**src/scsml_pkg.sv**
```systemverilog
// Shared constants and carrier types for the serial control and modem-line block
`default_nettype none

package scsml_pkg;

  // Register select on the host I/O bus
  localparam logic [1:0] SEL_DATA  = 2'h0;
  localparam logic [1:0] SEL_ICW   = 2'h1;
  localparam logic [1:0] SEL_MODEM = 2'h2;

  // Interface control word fields
  localparam int ICW_CTRL_ACCESS = 0;
  localparam int ICW_SOFT_RESET  = 5;

  // Serial control word fields
  localparam int SCW_TX_EN     = 0;
  localparam int SCW_HS_B      = 1;
  localparam int SCW_RX_EN     = 2;
  localparam int SCW_BREAK     = 3;
  localparam int SCW_ERR_CLR   = 4;
  localparam int SCW_HS_A      = 5;
  localparam int SCW_ENG_RESET = 6;

  // Error flag indices inside the sticky flag vector
  localparam int ERR_PARITY  = 0;
  localparam int ERR_OVERRUN = 1;
  localparam int ERR_FRAMING = 2;
  localparam int ERR_COUNT   = 3;

  // Modem-line output fields
  localparam int MLO_HALF_RATE = 4;

  // Values after reset
  localparam logic [7:0] SCW_RESET = 8'h05;
  localparam logic [7:0] ICW_RESET = 8'h00;
  localparam logic [7:0] MLO_RESET = 8'h00;
  localparam logic [7:0] DAT_RESET = 8'h00;

  // Host request carrier
  typedef struct packed {
    logic       wr;
    logic       rd;
    logic [1:0] sel;
    logic [7:0] wdata;
  } scsml_req_t;

  // Serial engine report carrier, same clock domain
  typedef struct packed {
    logic       tx_ready;
    logic       tx_empty;
    logic       rx_new;
    logic [7:0] rx_data;
    logic       parity_err;
    logic       frame_err;
    logic       break_det;
  } scsml_eng_t;

endpackage

`default_nettype wire

```
**src/scsml_ctrl.sv**
```systemverilog
// Serial control, status and modem-line registers behind the host I/O bus
`default_nettype none

module scsml_ctrl (
  // Clock and reset
  input  wire logic                  i_clk,
  input  wire logic                  i_rst_b,
  // Host I/O bus
  input  wire scsml_pkg::scsml_req_t i_req,
  output logic [7:0]                 o_rdata,
  output logic                       o_rvalid,
  // Serial engine
  input  wire scsml_pkg::scsml_eng_t i_eng,
  output logic                       o_tx_wr,
  output logic [7:0]                 o_tx_data,
  output logic                       o_fmt_wr,
  output logic [7:0]                 o_fmt_data,
  output logic                       o_eng_idle,
  output logic                       o_tx_enable,
  output logic                       o_rx_enable,
  output logic                       o_send_break,
  output logic                       o_half_rate,
  // Connector pins
  input  wire logic                  i_cable_modem,
  input  wire logic                  i_hs_in,
  input  wire logic [2:0]            i_sense,
  output logic                       o_hs_a,
  output logic                       o_hs_b,
  output logic [3:0]                 o_line_out
);

  typedef enum logic [1:0] {
    ST_CTRL = 2'b01,
    ST_FMT  = 2'b10
  } scsml_state_t;

  scsml_state_t state_r;
  logic [7:0]   icw_r;
  logic [7:0]   scw_r;
  logic [7:0]   mlo_r;
  logic [7:0]   rx_data_r;
  logic         rx_full_r;
  logic [7:0]   rdata_r;
  logic         rvalid_r;
  logic         tx_wr_r;
  logic [7:0]   tx_data_r;
  logic         fmt_wr_r;
  logic [7:0]   fmt_data_r;
  logic         eng_idle_r;
  logic [2:0]   err_flags;
  logic [2:0]   err_set;
  logic         err_clr;
  logic [4:0]   pins_sync;
  logic         cable_modem;
  logic         hs_in;
  logic [2:0]   sense;
  logic [7:0]   wdata;
  logic         ctrl_access;
  logic         wr_icw;
  logic         wr_data;
  logic         wr_modem;
  logic         rd_data;
  logic         rd_modem;
  logic         soft_rst;
  logic         wr_ctrl;
  logic         wr_fmt;
  logic         wr_tx;
  logic         rd_rx;
  logic         rx_accept;
  logic [7:0]   status_word;
  logic [7:0]   modem_in_word;

  // Pins cross into the clock domain first
  scsml_sync #(
    .W (5)
  ) u_pin_sync (
    .i_clk   (i_clk),
    .i_rst_b (i_rst_b),
    .i_async ({i_cable_modem, i_hs_in, i_sense}),
    .o_sync  (pins_sync)
  );

  assign cable_modem = pins_sync[4];
  assign hs_in       = pins_sync[3];
  assign sense       = pins_sync[2:0];

  // Request decode
  assign wdata       = i_req.wdata;
  assign ctrl_access = icw_r[scsml_pkg::ICW_CTRL_ACCESS];
  assign wr_icw      = i_req.wr && (i_req.sel == scsml_pkg::SEL_ICW);
  assign wr_data     = i_req.wr && (i_req.sel == scsml_pkg::SEL_DATA);
  assign wr_modem    = i_req.wr && (i_req.sel == scsml_pkg::SEL_MODEM);
  assign rd_data     = i_req.rd && (i_req.sel == scsml_pkg::SEL_DATA);
  assign rd_modem    = i_req.rd && (i_req.sel == scsml_pkg::SEL_MODEM);

  assign soft_rst = wr_icw && wdata[scsml_pkg::ICW_SOFT_RESET];

  // Control access steers the data path
  assign wr_ctrl = wr_data && ctrl_access && (state_r == ST_CTRL);
  assign wr_fmt  = wr_data && ctrl_access && (state_r == ST_FMT);
  // Transmit data only while transmitter enabled
  assign wr_tx   = wr_data && !ctrl_access && scw_r[scsml_pkg::SCW_TX_EN];
  // Data read empties the receive buffer
  assign rd_rx   = rd_data && !ctrl_access;

  assign rx_accept = i_eng.rx_new && scw_r[scsml_pkg::SCW_RX_EN];

  assign err_set[scsml_pkg::ERR_FRAMING] = (rx_accept && i_eng.frame_err) ||
                                           (scw_r[scsml_pkg::SCW_RX_EN] && i_eng.break_det);
  assign err_set[scsml_pkg::ERR_OVERRUN] = rx_accept && rx_full_r && !rd_rx;
  assign err_set[scsml_pkg::ERR_PARITY]  = rx_accept && i_eng.parity_err;
  assign err_clr = (wr_ctrl && wdata[scsml_pkg::SCW_ERR_CLR]) || soft_rst;

  scsml_err_flags #(
    .N (scsml_pkg::ERR_COUNT)
  ) u_err (
    .i_clk   (i_clk),
    .i_rst_b (i_rst_b),
    .i_set   (err_set),
    .i_clr   (err_clr),
    .o_flags (err_flags)
  );

  assign status_word = {hs_in,
                        1'b0,
                        err_flags[scsml_pkg::ERR_FRAMING],
                        err_flags[scsml_pkg::ERR_OVERRUN],
                        err_flags[scsml_pkg::ERR_PARITY],
                        i_eng.tx_empty,
                        rx_full_r,
                        i_eng.tx_ready && scw_r[scsml_pkg::SCW_TX_EN]};

  assign modem_in_word = cable_modem ? {5'h10, sense} : {6'h20, sense[1:0]};

  // Interface control word; reset bit never sticks
  always_ff @(posedge i_clk or negedge i_rst_b) begin
    if (!i_rst_b) begin
      icw_r <= scsml_pkg::ICW_RESET;
    end else if (soft_rst) begin
      icw_r <= scsml_pkg::ICW_RESET;
    end else if (wr_icw) begin
      icw_r <= wdata;
    end
  end

  always_ff @(posedge i_clk or negedge i_rst_b) begin
    if (!i_rst_b) begin
      scw_r <= scsml_pkg::SCW_RESET;
    end else if (soft_rst) begin
      scw_r <= scsml_pkg::SCW_RESET;
    end else if (wr_ctrl) begin
      // Unused top bit kept as written; it drives nothing
      scw_r <= wdata;
    end
  end

  always_ff @(posedge i_clk or negedge i_rst_b) begin
    if (!i_rst_b) begin
      state_r <= ST_CTRL;
    end else begin
      case (state_r)
        ST_CTRL: begin
          if (!soft_rst && wr_ctrl && wdata[scsml_pkg::SCW_ENG_RESET]) begin
            state_r <= ST_FMT;
          end
        end
        ST_FMT: begin
          if (soft_rst || wr_fmt) begin
            state_r <= ST_CTRL;
          end
        end
        default: begin
          state_r <= ST_CTRL;
        end
      endcase
    end
  end

  // Engine idle pulse and format word hand-off
  always_ff @(posedge i_clk or negedge i_rst_b) begin
    if (!i_rst_b) begin
      eng_idle_r <= 1'b0;
      fmt_wr_r   <= 1'b0;
      fmt_data_r <= scsml_pkg::DAT_RESET;
    end else begin
      eng_idle_r <= soft_rst || (wr_ctrl && wdata[scsml_pkg::SCW_ENG_RESET]);
      fmt_wr_r   <= wr_fmt && !soft_rst;
      if (wr_fmt) begin
        fmt_data_r <= wdata;
      end
    end
  end

  always_ff @(posedge i_clk or negedge i_rst_b) begin
    if (!i_rst_b) begin
      tx_wr_r   <= 1'b0;
      tx_data_r <= scsml_pkg::DAT_RESET;
    end else begin
      tx_wr_r <= wr_tx;
      if (wr_tx) begin
        tx_data_r <= wdata;
      end
    end
  end

  // Receive holding register; arrival beats a same-cycle read
  always_ff @(posedge i_clk or negedge i_rst_b) begin
    if (!i_rst_b) begin
      rx_data_r <= scsml_pkg::DAT_RESET;
      rx_full_r <= 1'b0;
    end else if (soft_rst) begin
      rx_data_r <= scsml_pkg::DAT_RESET;
      rx_full_r <= 1'b0;
    end else if (rx_accept) begin
      rx_data_r <= i_eng.rx_data;
      rx_full_r <= 1'b1;
    end else if (rd_rx) begin
      rx_full_r <= 1'b0;
    end
  end

  // Lines follow on the write edge
  always_ff @(posedge i_clk or negedge i_rst_b) begin
    if (!i_rst_b) begin
      mlo_r <= scsml_pkg::MLO_RESET;
    end else if (soft_rst) begin
      mlo_r <= scsml_pkg::MLO_RESET;
    end else if (wr_modem) begin
      mlo_r <= wdata;
    end
  end

  // Read mux, answered one cycle after the strobe
  always_ff @(posedge i_clk or negedge i_rst_b) begin
    if (!i_rst_b) begin
      rdata_r  <= scsml_pkg::DAT_RESET;
      rvalid_r <= 1'b0;
    end else begin
      rvalid_r <= rd_data || rd_modem;
      if (rd_data) begin
        rdata_r <= ctrl_access ? status_word : rx_data_r;
      end else if (rd_modem) begin
        rdata_r <= modem_in_word;
      end
    end
  end

  assign o_rdata      = rdata_r;
  assign o_rvalid     = rvalid_r;
  assign o_tx_wr      = tx_wr_r;
  assign o_tx_data    = tx_data_r;
  assign o_fmt_wr     = fmt_wr_r;
  assign o_fmt_data   = fmt_data_r;
  assign o_eng_idle   = eng_idle_r;
  assign o_tx_enable  = scw_r[scsml_pkg::SCW_TX_EN];
  assign o_rx_enable  = scw_r[scsml_pkg::SCW_RX_EN];
  assign o_send_break = scw_r[scsml_pkg::SCW_BREAK];
  assign o_hs_a       = scw_r[scsml_pkg::SCW_HS_A];
  assign o_hs_b       = scw_r[scsml_pkg::SCW_HS_B];
  assign o_half_rate  = mlo_r[scsml_pkg::MLO_HALF_RATE];
  // Same bits serve both cable layouts
  // Modem cable meaning of bits 3..0
  assign o_line_out   = mlo_r[3:0];
endmodule

`default_nettype wire

```
**src/scsml_err_flags.sv**
```systemverilog
// Sticky error flags with set winning over clear
`default_nettype none

module scsml_err_flags #(
  parameter int N = 3
) (
  // Clock and reset
  input  wire logic         i_clk,
  input  wire logic         i_rst_b,
  // Events and clear
  input  wire logic [N-1:0] i_set,
  input  wire logic         i_clr,
  output logic      [N-1:0] o_flags
);

  for (genvar g = 0; g < N; g++) begin : g_flag
    always_ff @(posedge i_clk or negedge i_rst_b) begin
      if (!i_rst_b) begin
        o_flags[g] <= 1'b0;
      end else if (i_set[g]) begin
        o_flags[g] <= 1'b1;
      end else if (i_clr) begin
        o_flags[g] <= 1'b0;
      end
    end
  end

endmodule

`default_nettype wire

```
**src/scsml_sync.sv**
```systemverilog
// Two-flop synchroniser for pin levels
`default_nettype none

module scsml_sync #(
  parameter int W = 1
) (
  // Clock and reset
  input  wire logic         i_clk,
  input  wire logic         i_rst_b,
  // Levels
  input  wire logic [W-1:0] i_async,
  output logic      [W-1:0] o_sync
);

  logic [W-1:0] meta_r;

  // First stage feeds only the second
  always_ff @(posedge i_clk or negedge i_rst_b) begin
    if (!i_rst_b) begin
      meta_r <= '0;
      o_sync <= '0;
    end else begin
      meta_r <= i_async;
      o_sync <= meta_r;
    end
  end

endmodule

`default_nettype wire
```
**config.mk**
```make
export PLATFORM = sky130hd
export DESIGN_NAME = scsml_ctrl
export DESIGN_NICKNAME = d
export VERILOG_FILES = /design/src/scsml_pkg.sv /design/src/scsml_ctrl.sv /design/src/scsml_err_flags.sv /design/src/scsml_sync.sv
export SDC_FILE = /design/constraint.sdc
export NUM_CORES = 1
export LEC_CHECK = 0
export BUFFER_PORTS_ARGS = -buffer_cell sky130_fd_sc_hd__buf_2
export CAP_MARGIN = 20
export CORE_ASPECT_RATIO = 1.1
export CORE_UTILIZATION = 43
export CTS_BUF_LIST = sky130_fd_sc_hd__clkbuf_2 sky130_fd_sc_hd__clkbuf_4 sky130_fd_sc_hd__clkbuf_8
export CTS_CLUSTER_DIAMETER = 200
export DETAILED_ROUTE_END_ITERATION = 7
export PLACE_DENSITY = 0.75
export SLEW_MARGIN = 20
export SYNTH_ARGS = -nofsm -noshare
export SYNTH_HDL_FRONTEND = slang
export SYNTH_HIERARCHICAL = 1
export SYNTH_SLANG_ARGS = --single-unit
export TNS_END_PERCENT = 10
```
**constraint.sdc**
```tcl
create_clock -name i_clk -period 1.75 [get_ports i_clk]
set_input_delay 0.175 -clock i_clk [delete_from_list [all_inputs] [get_ports i_clk]]
set_output_delay 0.175 -clock i_clk [all_outputs]
set_load 0.1 [all_outputs]
```
== After elaboration in Yosys (flattened, before gate mapping) ==
Index checks and enable logic that the tools add are counted.

* Output and inout bits: 38
* Bits of input ports: 33
* Flip-flop bits (word level): 64

* Reductions and logical operators: 43
* Equal/unequal tests: 6
* Muxes and demuxes: 22

{| class="wikitable"
|+ Operators by type and width
! cell !! count
|-
| 8-bit two-way mux || 5
|-
| 1-bit logical AND || 24
|-
| 2-bit nonzero test || 8
|-
| 6-bit two-way mux || 2
|-
| 5-bit two-way mux || 2
|-
| 1-bit two-way mux || 9
|-
| 1-bit logical OR || 5
|-
| 2-bit by 1-bit equality test with 1-bit output (second input constant) || 2
|-
| 2-bit equality test (second input constant) || 2
|-
| 2-bit two-way mux || 2
|-
| 2-bit by 1-bit != test with 1-bit output (second input constant) || 2
|-
| 2-bit case mux with 2 select lines || 1
|-
| 1-bit logical NOT || 3
|-
| 3-bit two-way mux || 1
|-
| 3-bit nonzero test || 1
|-
| 2-bit logical NOT || 1
|-
| 2-bit AND reduction || 1
|}

== Logic depth before layout (Yosys ltp) ==
Gate-level depths: netlist of run 1.

* Depth in word-level cells: 8
* Gate-level depth with buffers: 6
* Depth with buffers taken out: 5

== Cells and area by module ==
Netlist of run 1, hierarchy kept.

{| class="wikitable"
|+ By module, submodules not included
! module !! sequential area each (µm²) !! area each (µm²) !! instances !! cells each
|-
| scsml_ctrl || 1255.0 || 2170.8 || 1 || 191
|-
| scsml_sync || 250.2 || 250.2 || 1 || 10
|-
| scsml_err_flags || 75.1 || 101.3 || 1 || 7
|}

== Worst setup path before layout of run 1 ==
OpenSTA, ideal clock, no wires.

* Path type: register -> register
* From: reg scw_r[0]
* To: reg tx_data_r[0], in the netlist o_tx_data[0]
* Buffers on the path: 1
* Period minus slack after synthesis: 1.930 ns
* Arrival time: 1.804 ns
* Stages on the path, launching flop included: 5
* Setup slack: -0.180 ns
* Cells stage by stage: dfstp_2 nand2_1 or4_4 buf_6 mux2_4

* Word-level cells in the longest chain between the ends: 1

{| class="wikitable"
|+ RTL lines
! element !! line !! source
|-
| start: declaration || scsml_ctrl.sv:39 || <nowiki>logic [7:0] scw_r;</nowiki>
|-
| start signal: assignment || scsml_ctrl.sv:148 || <nowiki>scw_r <= scsml_pkg::SCW_RESET;</nowiki>
|-
| start signal: assignment || scsml_ctrl.sv:150 || <nowiki>scw_r <= scsml_pkg::SCW_RESET;</nowiki>
|-
| start signal: assignment || scsml_ctrl.sv:153 || <nowiki>scw_r <= wdata;</nowiki>
|-
| 1-bit logical AND || scsml_ctrl.sv:102 || <nowiki>assign wr_tx = wr_data && !ctrl_access && scw_r[scsml_pkg::SCW_TX_EN];</nowiki>
|-
| end signal: assignment || scsml_ctrl.sv:197 || <nowiki>tx_data_r <= scsml_pkg::DAT_RESET;</nowiki>
|-
| end signal: assignment || scsml_ctrl.sv:201 || <nowiki>tx_data_r <= wdata;</nowiki>
|-
| end: declaration || scsml_ctrl.sv:46 || <nowiki>logic [7:0] tx_data_r;</nowiki>
|}

No other way between the ends.
A chain may end at the register's enable or synchronous reset.

== Worst setup path in the final report of run 1 ==
* From: reg scw_r[0]
* To: out o_tx_enable

{| class="wikitable"
|+ RTL lines
! element !! line !! source
|-
| end: declaration || scsml_ctrl.sv:19 || <nowiki>output logic o_tx_enable,</nowiki>
|}

No word-level cell between the ends.

==> results of run 1 <==
[metrics by stage]
step                instance area [sq um]  setup WS (ns)   util
floorplan                            2530        -0.0849      -
CTS                                  3200         0.0928  0.582
detailed placement                   2970          0.119  0.540
global placement                     2970          0.136  0.540
global route                         3200         0.0726  0.582
finish                               3200          0.102  0.582
[layout by cell type, fill, tap and decap left out, types with 6 or more instances in the layout]
cell type | Yosys | final
nor2_1 | 8 | 8
mux2_2 | 9 | 9
clkbuf_8 | 0 | 11
nand3_1 | 7 | 7
dfrtp_1 | 60 | 60
dlygate4sd3_1 | 0 | 6
mux2_4 | 8 | 8
nand2_1 | 28 | 28
a21oi_1 | 17 | 17
buf_2 | 4 | 70
o21ai_0 | 9 | 9
[what timing repair did]
action	4_1_cts	5_1_grt
gates resized for setup	0	0
hold endpoints to repair	24	0
hold buffers	6	0
[worst max path at each step]
stage                  start           end  slack (ns)  cells past startpoint
CTS                 scw_r[0]   o_tx_enable        0.09                      2
global placement    scw_r[0]  o_tx_data[6]        0.14                      3
finish              scw_r[0]   o_tx_enable        0.10                      2
global route        scw_r[0]   o_tx_enable        0.07                      2
detailed placement  scw_r[0]  o_tx_data[1]        0.12                      3
floorplan           scw_r[0]  o_tx_data[0]       -0.08                      4
[report_power, final]
part / switching [mW] / total, mW / internal (mW)
Combinational: 1.37 / 1.73 / 0.363
Clock: 0.495 / 1.10 / 0.606
Sequential: 0.125 / 1.81 / 1.69
Total: 1.99 / 4.64 / 2.65
[per-layer routing]
metal,wire length (um),part of all wire,vias to the layer above
li1,-,-,892
met1,2500,0.46,907
met2,2590,0.48,47
met3,225,0.042,7
met4,79,0.015,0
met5,0,0,-
[registers in the layout, summed over array words and instances, names as in the netlist]
register           count
icw_r                  1
mlo_r                  5
o_eng_idle             1
o_fmt_data             8
o_fmt_wr               1
o_rdata                8
o_rvalid               1
o_tx_data              8
o_tx_wr                1
rx_data_r              8
rx_full_r              1
scw_r                  5
state_r                2
u_err/o_flags          3
u_pin_sync/meta_r      5
u_pin_sync/o_sync      5
[final cells by class]
cell class,count,area (sq um),area share
tap,75,93.8,0.0293
inverter,5,18.8,0.00586
clock buffer,13,166,0.0520
clock inverter,1,5.00,0.00156
multi-input combinational,130,866,0.270
sequential,63,1580,0.495
timing repair buffer,82,468,0.146
[logic make-up (layout without fill, tap and decap cells)]
logic type      after synthesis  in the layout  share of synthesized area
buf+inv                      15            101                     0.0303
flops                        63             63                      0.626
simple gates                 63             63                      0.127
compound gates               45             45                      0.108
mux                          22             22                      0.108
==> results.sh, run 1 <==
export IMPL_synth_warning_count=6
export IMPL_finalSetupViolCount=0
export IMPL_synth_ff_type="dfrtp_1"
export IMPL_crit_required_ns=1.57
export IMPL_overflow=0
export IMPL_cts_max_path_buffers=2
export IMPL_drc=0
export IMPL_clk_latency_ns=0.33
export IMPL_dp_cells=349
export IMPL_finalHoldViolCount=0
export IMPL_syn2layout_area_growth_pct=26.9
export IMPL_gr_usage_met1=0.254
export IMPL_hp_class="in2reg"
export IMPL_drtIter0Drc=119
export IMPL_htree_levels=3
export IMPL_synth_nets=241
export IMPL_cpLargestDelayFamily="flip-flops"
export IMPL_synth_edf_count=0
export IMPL_cts_buffers=9
export IMPL_use_met2=0.290
export IMPL_clk_pin_slew_worst_paths_ns=0.05
export IMPL_antenna_found_initial=0
export IMPL_synth_area_per_cell_sq_um=12.1
export IMPL_port_buffers=70
export IMPL_yosysMostFrequentCell="dfrtp_1"
export IMPL_tightestPinTransition_ns=0.561
export IMPL_final_nets=324
export IMPL_fmax_ghz=0.607
export IMPL_die_w_um=75.0
export IMPL_timing_rr_start="scw_r[0]"
export IMPL_fillers=484
export IMPL_post_drt_wl_per_cell_um=14.6
export IMPL_status="completed"
export IMPL_ir_drop_mv=0.613
export IMPL_fin_worst_skew_ns=0.00911
export IMPL_yosysTopAreaCell="dfrtp_1"
export IMPL_power_leakage_nw=1.65
export IMPL_setup_tns_ns=0
export IMPL_crit_slowest_cell="dfstp_4"
export IMPL_dieArea_sq_um=6180
export IMPL_first_pass_iters=4
export IMPL_grt_use_total=0.191
export IMPL_hold_path_endpoint="state_r[0]"
export IMPL_holdCritStartpoint="i_req[6]"
export IMPL_p_per_area_nw_per_um2=1450
export IMPL_r2r_setup_slack_ns=0.11
export IMPL_core_area_sq_um=5500
export IMPL_dp_hpwl_mm=3.80
export IMPL_ys_ff_latch=63
export IMPL_io_pins=71
export IMPL_cap_violations=0
export IMPL_cts_tree="done"
export IMPL_use_met3=0.0461
export IMPL_critPathKind="reg2out"
export IMPL_path_cells="buf_4 -> buf_2"
export IMPL_start_kind="flop"
export IMPL_first_global_vias=1743
export IMPL_cts_setup_buffers=0
export IMPL_cts_sinks=63
export IMPL_final_cells=369
export IMPL_grt_max_degree=29
export IMPL_grt_busiest_layer="met2"
export IMPL_synthTopCellsByArea="dfrtp_1 (60%), mux2_4 (4.8%), nand2_1 (4.2%)"
export IMPL_p_total_mw=4.64
export IMPL_r2r_end="o_tx_data[6]"
export IMPL_maxSlewHeadroom=0.626
export IMPL_fp_dieH_um=82.3
export IMPL_reg2regPathDepth=3
export IMPL_critPathMaxFanout=3
export IMPL_rsz0062_at_grt="no"
export IMPL_initial_core_util=0.459
export IMPL_hold_slack_ns=0.0607
export IMPL_synth_top_area_share=0.595
export IMPL_fin_crit_sh=0.941
export IMPL_synth_cell_type_count=41
export IMPL_vias=1853
export IMPL_yosys_top_cells_count="dfrtp_1 (60), nand2_1 (28), a21oi_1 (17)"
export IMPL_ys_seq_area_frac=0.626
export IMPL_wl_mm=5.40
export IMPL_syn_inst=208
export IMPL_drtAntennaViolNets=0
export IMPL_maxSlewViolCount=0
export IMPL_arrival_ns=1.47
export IMPL_ctsRootBufferMaster="clkbuf_8"
export IMPL_antenna_cells=0
export IMPL_critPathBufInv=2
export IMPL_gp_congestion=0.809
export IMPL_rows=28
export IMPL_syn_area_sq_um=2520
export IMPL_min_path_cells=2
export IMPL_period_needed_ns=1.65
export IMPL_layout_drive_gt1_share=0.391
export IMPL_avgViaCountPerCell=5.02
export IMPL_endpoint_kind="output port"
export IMPL_critPathMaxStageDelay_ns=0.61
export IMPL_grt_pass1_wl_mm=8.35
export IMPL_async_flop_share=1.00
Note: power is estimated with default switching activity, not from simulation.
==> inputs of run 2 (changes only) <==
- PLACE_DENSITY: 0.75 -> 0.78
==> results.sh, run 2 (same netlist as run 1, synthesis figures left out) <==
export IMPL_power_leakage_nw=1.65
export IMPL_initial_core_util=0.459
export IMPL_io_pins=71
export IMPL_post_drt_wl_per_cell_um=15.5
export IMPL_clk_pin_slew_worst_paths_ns=0.07
export IMPL_port_buffers=70
export IMPL_finalInstanceArea_sq_um=3240
export IMPL_fin_worst_skew_ns=0.00764
export IMPL_place_ws_ns=0.109
export IMPL_final_common_cell="buf_2"
export IMPL_holdCritStartpoint="i_req[6]"
export IMPL_overflow=0
export IMPL_antenna_found_initial=0
export IMPL_p_total_mw=4.91
export IMPL_drtAntennaViolNets=0
export IMPL_crit_required_ns=1.57
export IMPL_start_kind="flop"
export IMPL_maxSlewViolCount=0
export IMPL_fin_ws_ns=0.0803
export IMPL_dp_hpwl_mm=3.85
export IMPL_ir_drop_mv=0.691
export IMPL_critPathKind="reg2out"
export IMPL_grt_use_total=0.207
export IMPL_post_cts_resized=0
export IMPL_regArea_sq_um=1580
export IMPL_netSwitchingPower_mw=2.05
export IMPL_combPwrFrac=0.354
export IMPL_power_frac_seq=0.369
export IMPL_fmax_ghz=0.599
export IMPL_clkPwrFrac=0.277
export IMPL_p_per_area_nw_per_um2=1520
export IMPL_place_area_sq_um=2960
export IMPL_finalSetupViolCount=0
export IMPL_die_w_um=75.0
export IMPL_finalHoldViolCount=0
export IMPL_hold_slack_ns=0.0588
export IMPL_cts_max_path_buffers=2
export IMPL_drc=0
export IMPL_htree_levels=3
export IMPL_grt_pass1_wl_mm=9.21
export IMPL_antenna_cells=0
export IMPL_vias=1903
export IMPL_dp_cells=348
export IMPL_cap_violations=0
export IMPL_status="completed"
export IMPL_startpoint="scw_r[0]"
export IMPL_critPathMaxFanout=3
export IMPL_syn2layout_area_growth_pct=28.4
export IMPL_drtIter0Drc=111
export IMPL_dieArea_sq_um=6180
export IMPL_fillers=466
export IMPL_r2r_setup_slack_ns=0.11
export IMPL_timing_rr_start="scw_r[0]"
export IMPL_cts_tree="done"
export IMPL_clk_latency_ns=0.34
export IMPL_cts_buffers=9
export IMPL_intPower_mw=2.86
export IMPL_final_cells=370
export IMPL_p_sw_frac=0.418
export IMPL_core_area_sq_um=5500
export IMPL_first_pass_iters=4
export IMPL_grt_max_degree=64
export IMPL_final_cell_mix="buf_2 (70), dfrtp_1 (60), nand2_1 (28)"
export IMPL_maxSlewHeadroom=0.671
export IMPL_wl_mm=5.73
export IMPL_endpoint_kind="output port"
export IMPL_fin_crit_sh=0.954
export IMPL_fin_util=0.589
export IMPL_setup_tns_ns=0
export IMPL_avgViaCountPerCell=5.14
export IMPL_first_global_vias=1959
export IMPL_arrival_ns=1.49
export IMPL_fp_dieH_um=82.3
export IMPL_multiInputGateArea_sq_um=866
export IMPL_cts_sinks=63
export IMPL_rsz0062_at_grt="no"
export IMPL_period_needed_ns=1.67
export IMPL_hp_class="in2reg"
export IMPL_ctsRootBufferMaster="clkbuf_8"
export IMPL_final_nets=323
export IMPL_rows=28
export IMPL_tightestPinTransition_ns=0.498
export IMPL_layout_drive_gt1_share=0.393
export IMPL_gp_congestion=0.763
run 2: cell count changes in the layout (fill, tap and decap cells not counted):
cell        change
bufinv_16       +2
buf_4           -1
clkbuf_8        -2
clkbuf_4        -1
clkinvlp_4      +2
clkinv_2        +1
run 2: layout make-up:
cell class | count | area share
Clock inverter | 6 | 0.0263
Tap cell | 75 | 0.0290
Sequential cell | 63 | 0.489
Multi-Input combinational cell | 130 | 0.267
Timing Repair Buffer | 81 | 0.142
Inverter | 5 | 0.00579
Clock buffer | 10 | 0.0406
run 2: power groups by stage:
| stage | registers, mW | clock network (mW) | logic (mW) |
|---|---|---|---|
| finish | 1.81 | 1.36 | 1.74 |
| global placement | 1.83 | 0 | 1.71 |
| detailed placement | 1.83 | 0 | 1.73 |
| global route | 1.84 | 1.45 | 1.82 |
| CTS | 1.81 | 1.38 | 1.74 |
| floorplan | 2.89 | 0 | 0.346 |
run 2: per-layer routing:
metal  vias to the layer above  track usage  part of all wire
li1                        893            -                 -
met1                       931        0.251              0.43
met2                        63        0.327              0.50
met3                        16       0.0461             0.044
met4                         0        0.145             0.032
met5                         -            0                 0
run 2: path summary, 6_finish.rpt:
kind	end	cells past startpoint
max	o_tx_enable	2
min	state_r[0]	2
max reg2reg	o_tx_data[6]	3
min reg2reg	u_pin_sync/o_sync[0]	0
max in group asynchronous	scw_r[2]	3
min in group asynchronous	o_fmt_data[2]	3
run 2: critical path: stages (launching register included):
cell and delay [ns]:
dfstp_4 0.61, buf_4 0.12, buf_2 0.43
run 2: what timing repair did:
item / 4_1_cts / 5_1_grt
setup buffers: 0 / 0
hold endpoints to repair: 65 / 0
hold buffers: 6 / 0
==> inputs of run 3 (changes only) <==
- CORE_UTILIZATION: 43 -> 41
- PLACE_DENSITY: 0.78 -> 0.75
- TNS_END_PERCENT: 10 -> 20
==> results.sh, run 3 (same netlist as run 1, synthesis figures left out) <==
export IMPL_fin_crit_sh=0.952
export IMPL_rsz0062_at_grt="no"
export IMPL_status="completed"
export IMPL_maxSlewViolCount=0
export IMPL_grt_use_total=0.187
export IMPL_final_nets=323
export IMPL_first_pass_iters=4
export IMPL_overflow=0
export IMPL_endpoint_kind="output port"
export IMPL_crit_required_ns=1.57
export IMPL_drtAntennaViolNets=0
export IMPL_cts_buffers=9
export IMPL_core_area_sq_um=5840
export IMPL_multiInputGateArea_sq_um=866
export IMPL_die_w_um=76.8
export IMPL_tightestPinTransition_ns=0.497
export IMPL_fmax_ghz=0.600
export IMPL_rows=29
export IMPL_drtIter0Drc=157
export IMPL_initial_core_util=0.432
export IMPL_syn2layout_area_growth_pct=28.4
export IMPL_hp_class="in2reg"
export IMPL_post_drt_wl_per_cell_um=14.6
export IMPL_maxSlewHeadroom=0.671
export IMPL_path_cells="buf_4 -> buf_2"
export IMPL_place_area_sq_um=2970
export IMPL_layout_drive_gt1_share=0.393
export IMPL_vias=1850
export IMPL_ir_drop_mv=1.08
export IMPL_critPathKind="reg2out"
export IMPL_cts_max_path_buffers=2
export IMPL_wl_mm=5.44
export IMPL_p_total_mw=4.86
export IMPL_finalHoldViolCount=0
export IMPL_cts_setup_buffers=0
export IMPL_power_leakage_nw=1.66
export IMPL_clk_pin_slew_worst_paths_ns=0.06
export IMPL_first_global_vias=1871
export IMPL_critPathMaxStageDelay_ns=0.61
export IMPL_fin_worst_skew_ns=0.00825
export IMPL_htree_levels=3
export IMPL_port_buffers=70
export IMPL_dp_hpwl_mm=3.75
export IMPL_final_cell_mix="buf_2 (70), dfrtp_1 (60), nand2_1 (28)"
export IMPL_crit_slowest_cell="dfstp_4"
export IMPL_cts_tree="done"
export IMPL_arrival_ns=1.49
export IMPL_finalInstanceArea_sq_um=3240
export IMPL_grt_pass1_wl_mm=9.10
export IMPL_dieArea_sq_um=6470
export IMPL_antenna_cells=0
export IMPL_start_kind="flop"
export IMPL_dp_cells=350
export IMPL_antenna_found_initial=0
export IMPL_avgViaCountPerCell=4.97
export IMPL_cts_sinks=63
export IMPL_fp_dieH_um=84.3
export IMPL_p_per_area_nw_per_um2=1500
export IMPL_cap_violations=0
export IMPL_drc=0
export IMPL_gp_congestion=0.776
export IMPL_final_cells=372
export IMPL_period_needed_ns=1.67
export IMPL_grt_max_degree=64
export IMPL_critPathMaxFanout=3
export IMPL_io_pins=71
export IMPL_final_common_cell="buf_2"
export IMPL_fillers=499
export IMPL_ctsRootBufferMaster="clkbuf_8"
export IMPL_finalSetupViolCount=0
export IMPL_clk_latency_ns=0.34
export IMPL_regArea_sq_um=1580
export IMPL_fin_util=0.554
==> run 3: layer usage <==
metal,track usage,wire length (um),up-vias
met5,0,0,-
met4,0.0892,104,0
met3,0.0598,245,8
met2,0.282,2600,48
met1,0.243,2490,896
li1,-,-,898
==> run 3: layout make-up <==
cell class | count | share of cell area
Clock buffer | 13 | 0.0533
Clock inverter | 3 | 0.0124
Inverter | 5 | 0.00580
Multi-Input combinational cell | 130 | 0.267
Sequential cell | 63 | 0.489
Tap cell | 77 | 0.0298
Timing Repair Buffer | 81 | 0.142
==> run 3: worst paths after layout <==
path	start	end	slack (ns)	cells past startpoint
min	i_req[6]	state_r[0]	0.05	2
min reg2reg	u_pin_sync/meta_r[0]	u_pin_sync/o_sync[0]	0.35	0
max	scw_r[0]	o_tx_enable	0.08	2
max reg2reg	scw_r[0]	o_tx_data[4]	0.11	3
min in group asynchronous	i_rst_b	o_fmt_data[6]	0.37	3
max in group asynchronous	i_rst_b	state_r[0]	1.05	3
==> run 3: through the flow <==
| stage | hold slack [ns] | TNS (ns) | setup WS [ns] |
|---|---|---|---|
| CTS | 0.0320 | 0 | 0.0637 |
| floorplan | -0.121 | -0.680 | -0.0849 |
| detailed placement | 0.209 | 0 | 0.118 |
| finish | 0.0465 | 0 | 0.0838 |
| global placement | 0.205 | 0 | 0.135 |
| global route | 0.0540 | 0 | 0.0466 |
==> run 3: worst max-delay path: cells and delay by family (launching register included) <==
| kind | cells | cell delay, ns |
|---|---|---|
| buf+inv | 2 | 0.54 |
| flops | 1 | 0.61 |
==> run 3: repair_timing <==
action	4_1_cts	5_1_grt
hold endpoints to repair	65	0
hold buffers	6	0
gates resized for setup	0	0
==> run 3: report_power, final <==
group / switching [mW] / internal, mW / total, mW / leakage [nW]
registers: 0.127 / 1.69 / 1.81 / 0.782
logic: 1.37 / 0.362 / 1.73 / 0.766
clock network: 0.530 / 0.785 / 1.32 / 0.113
total: 2.02 / 2.83 / 4.86 / 1.66
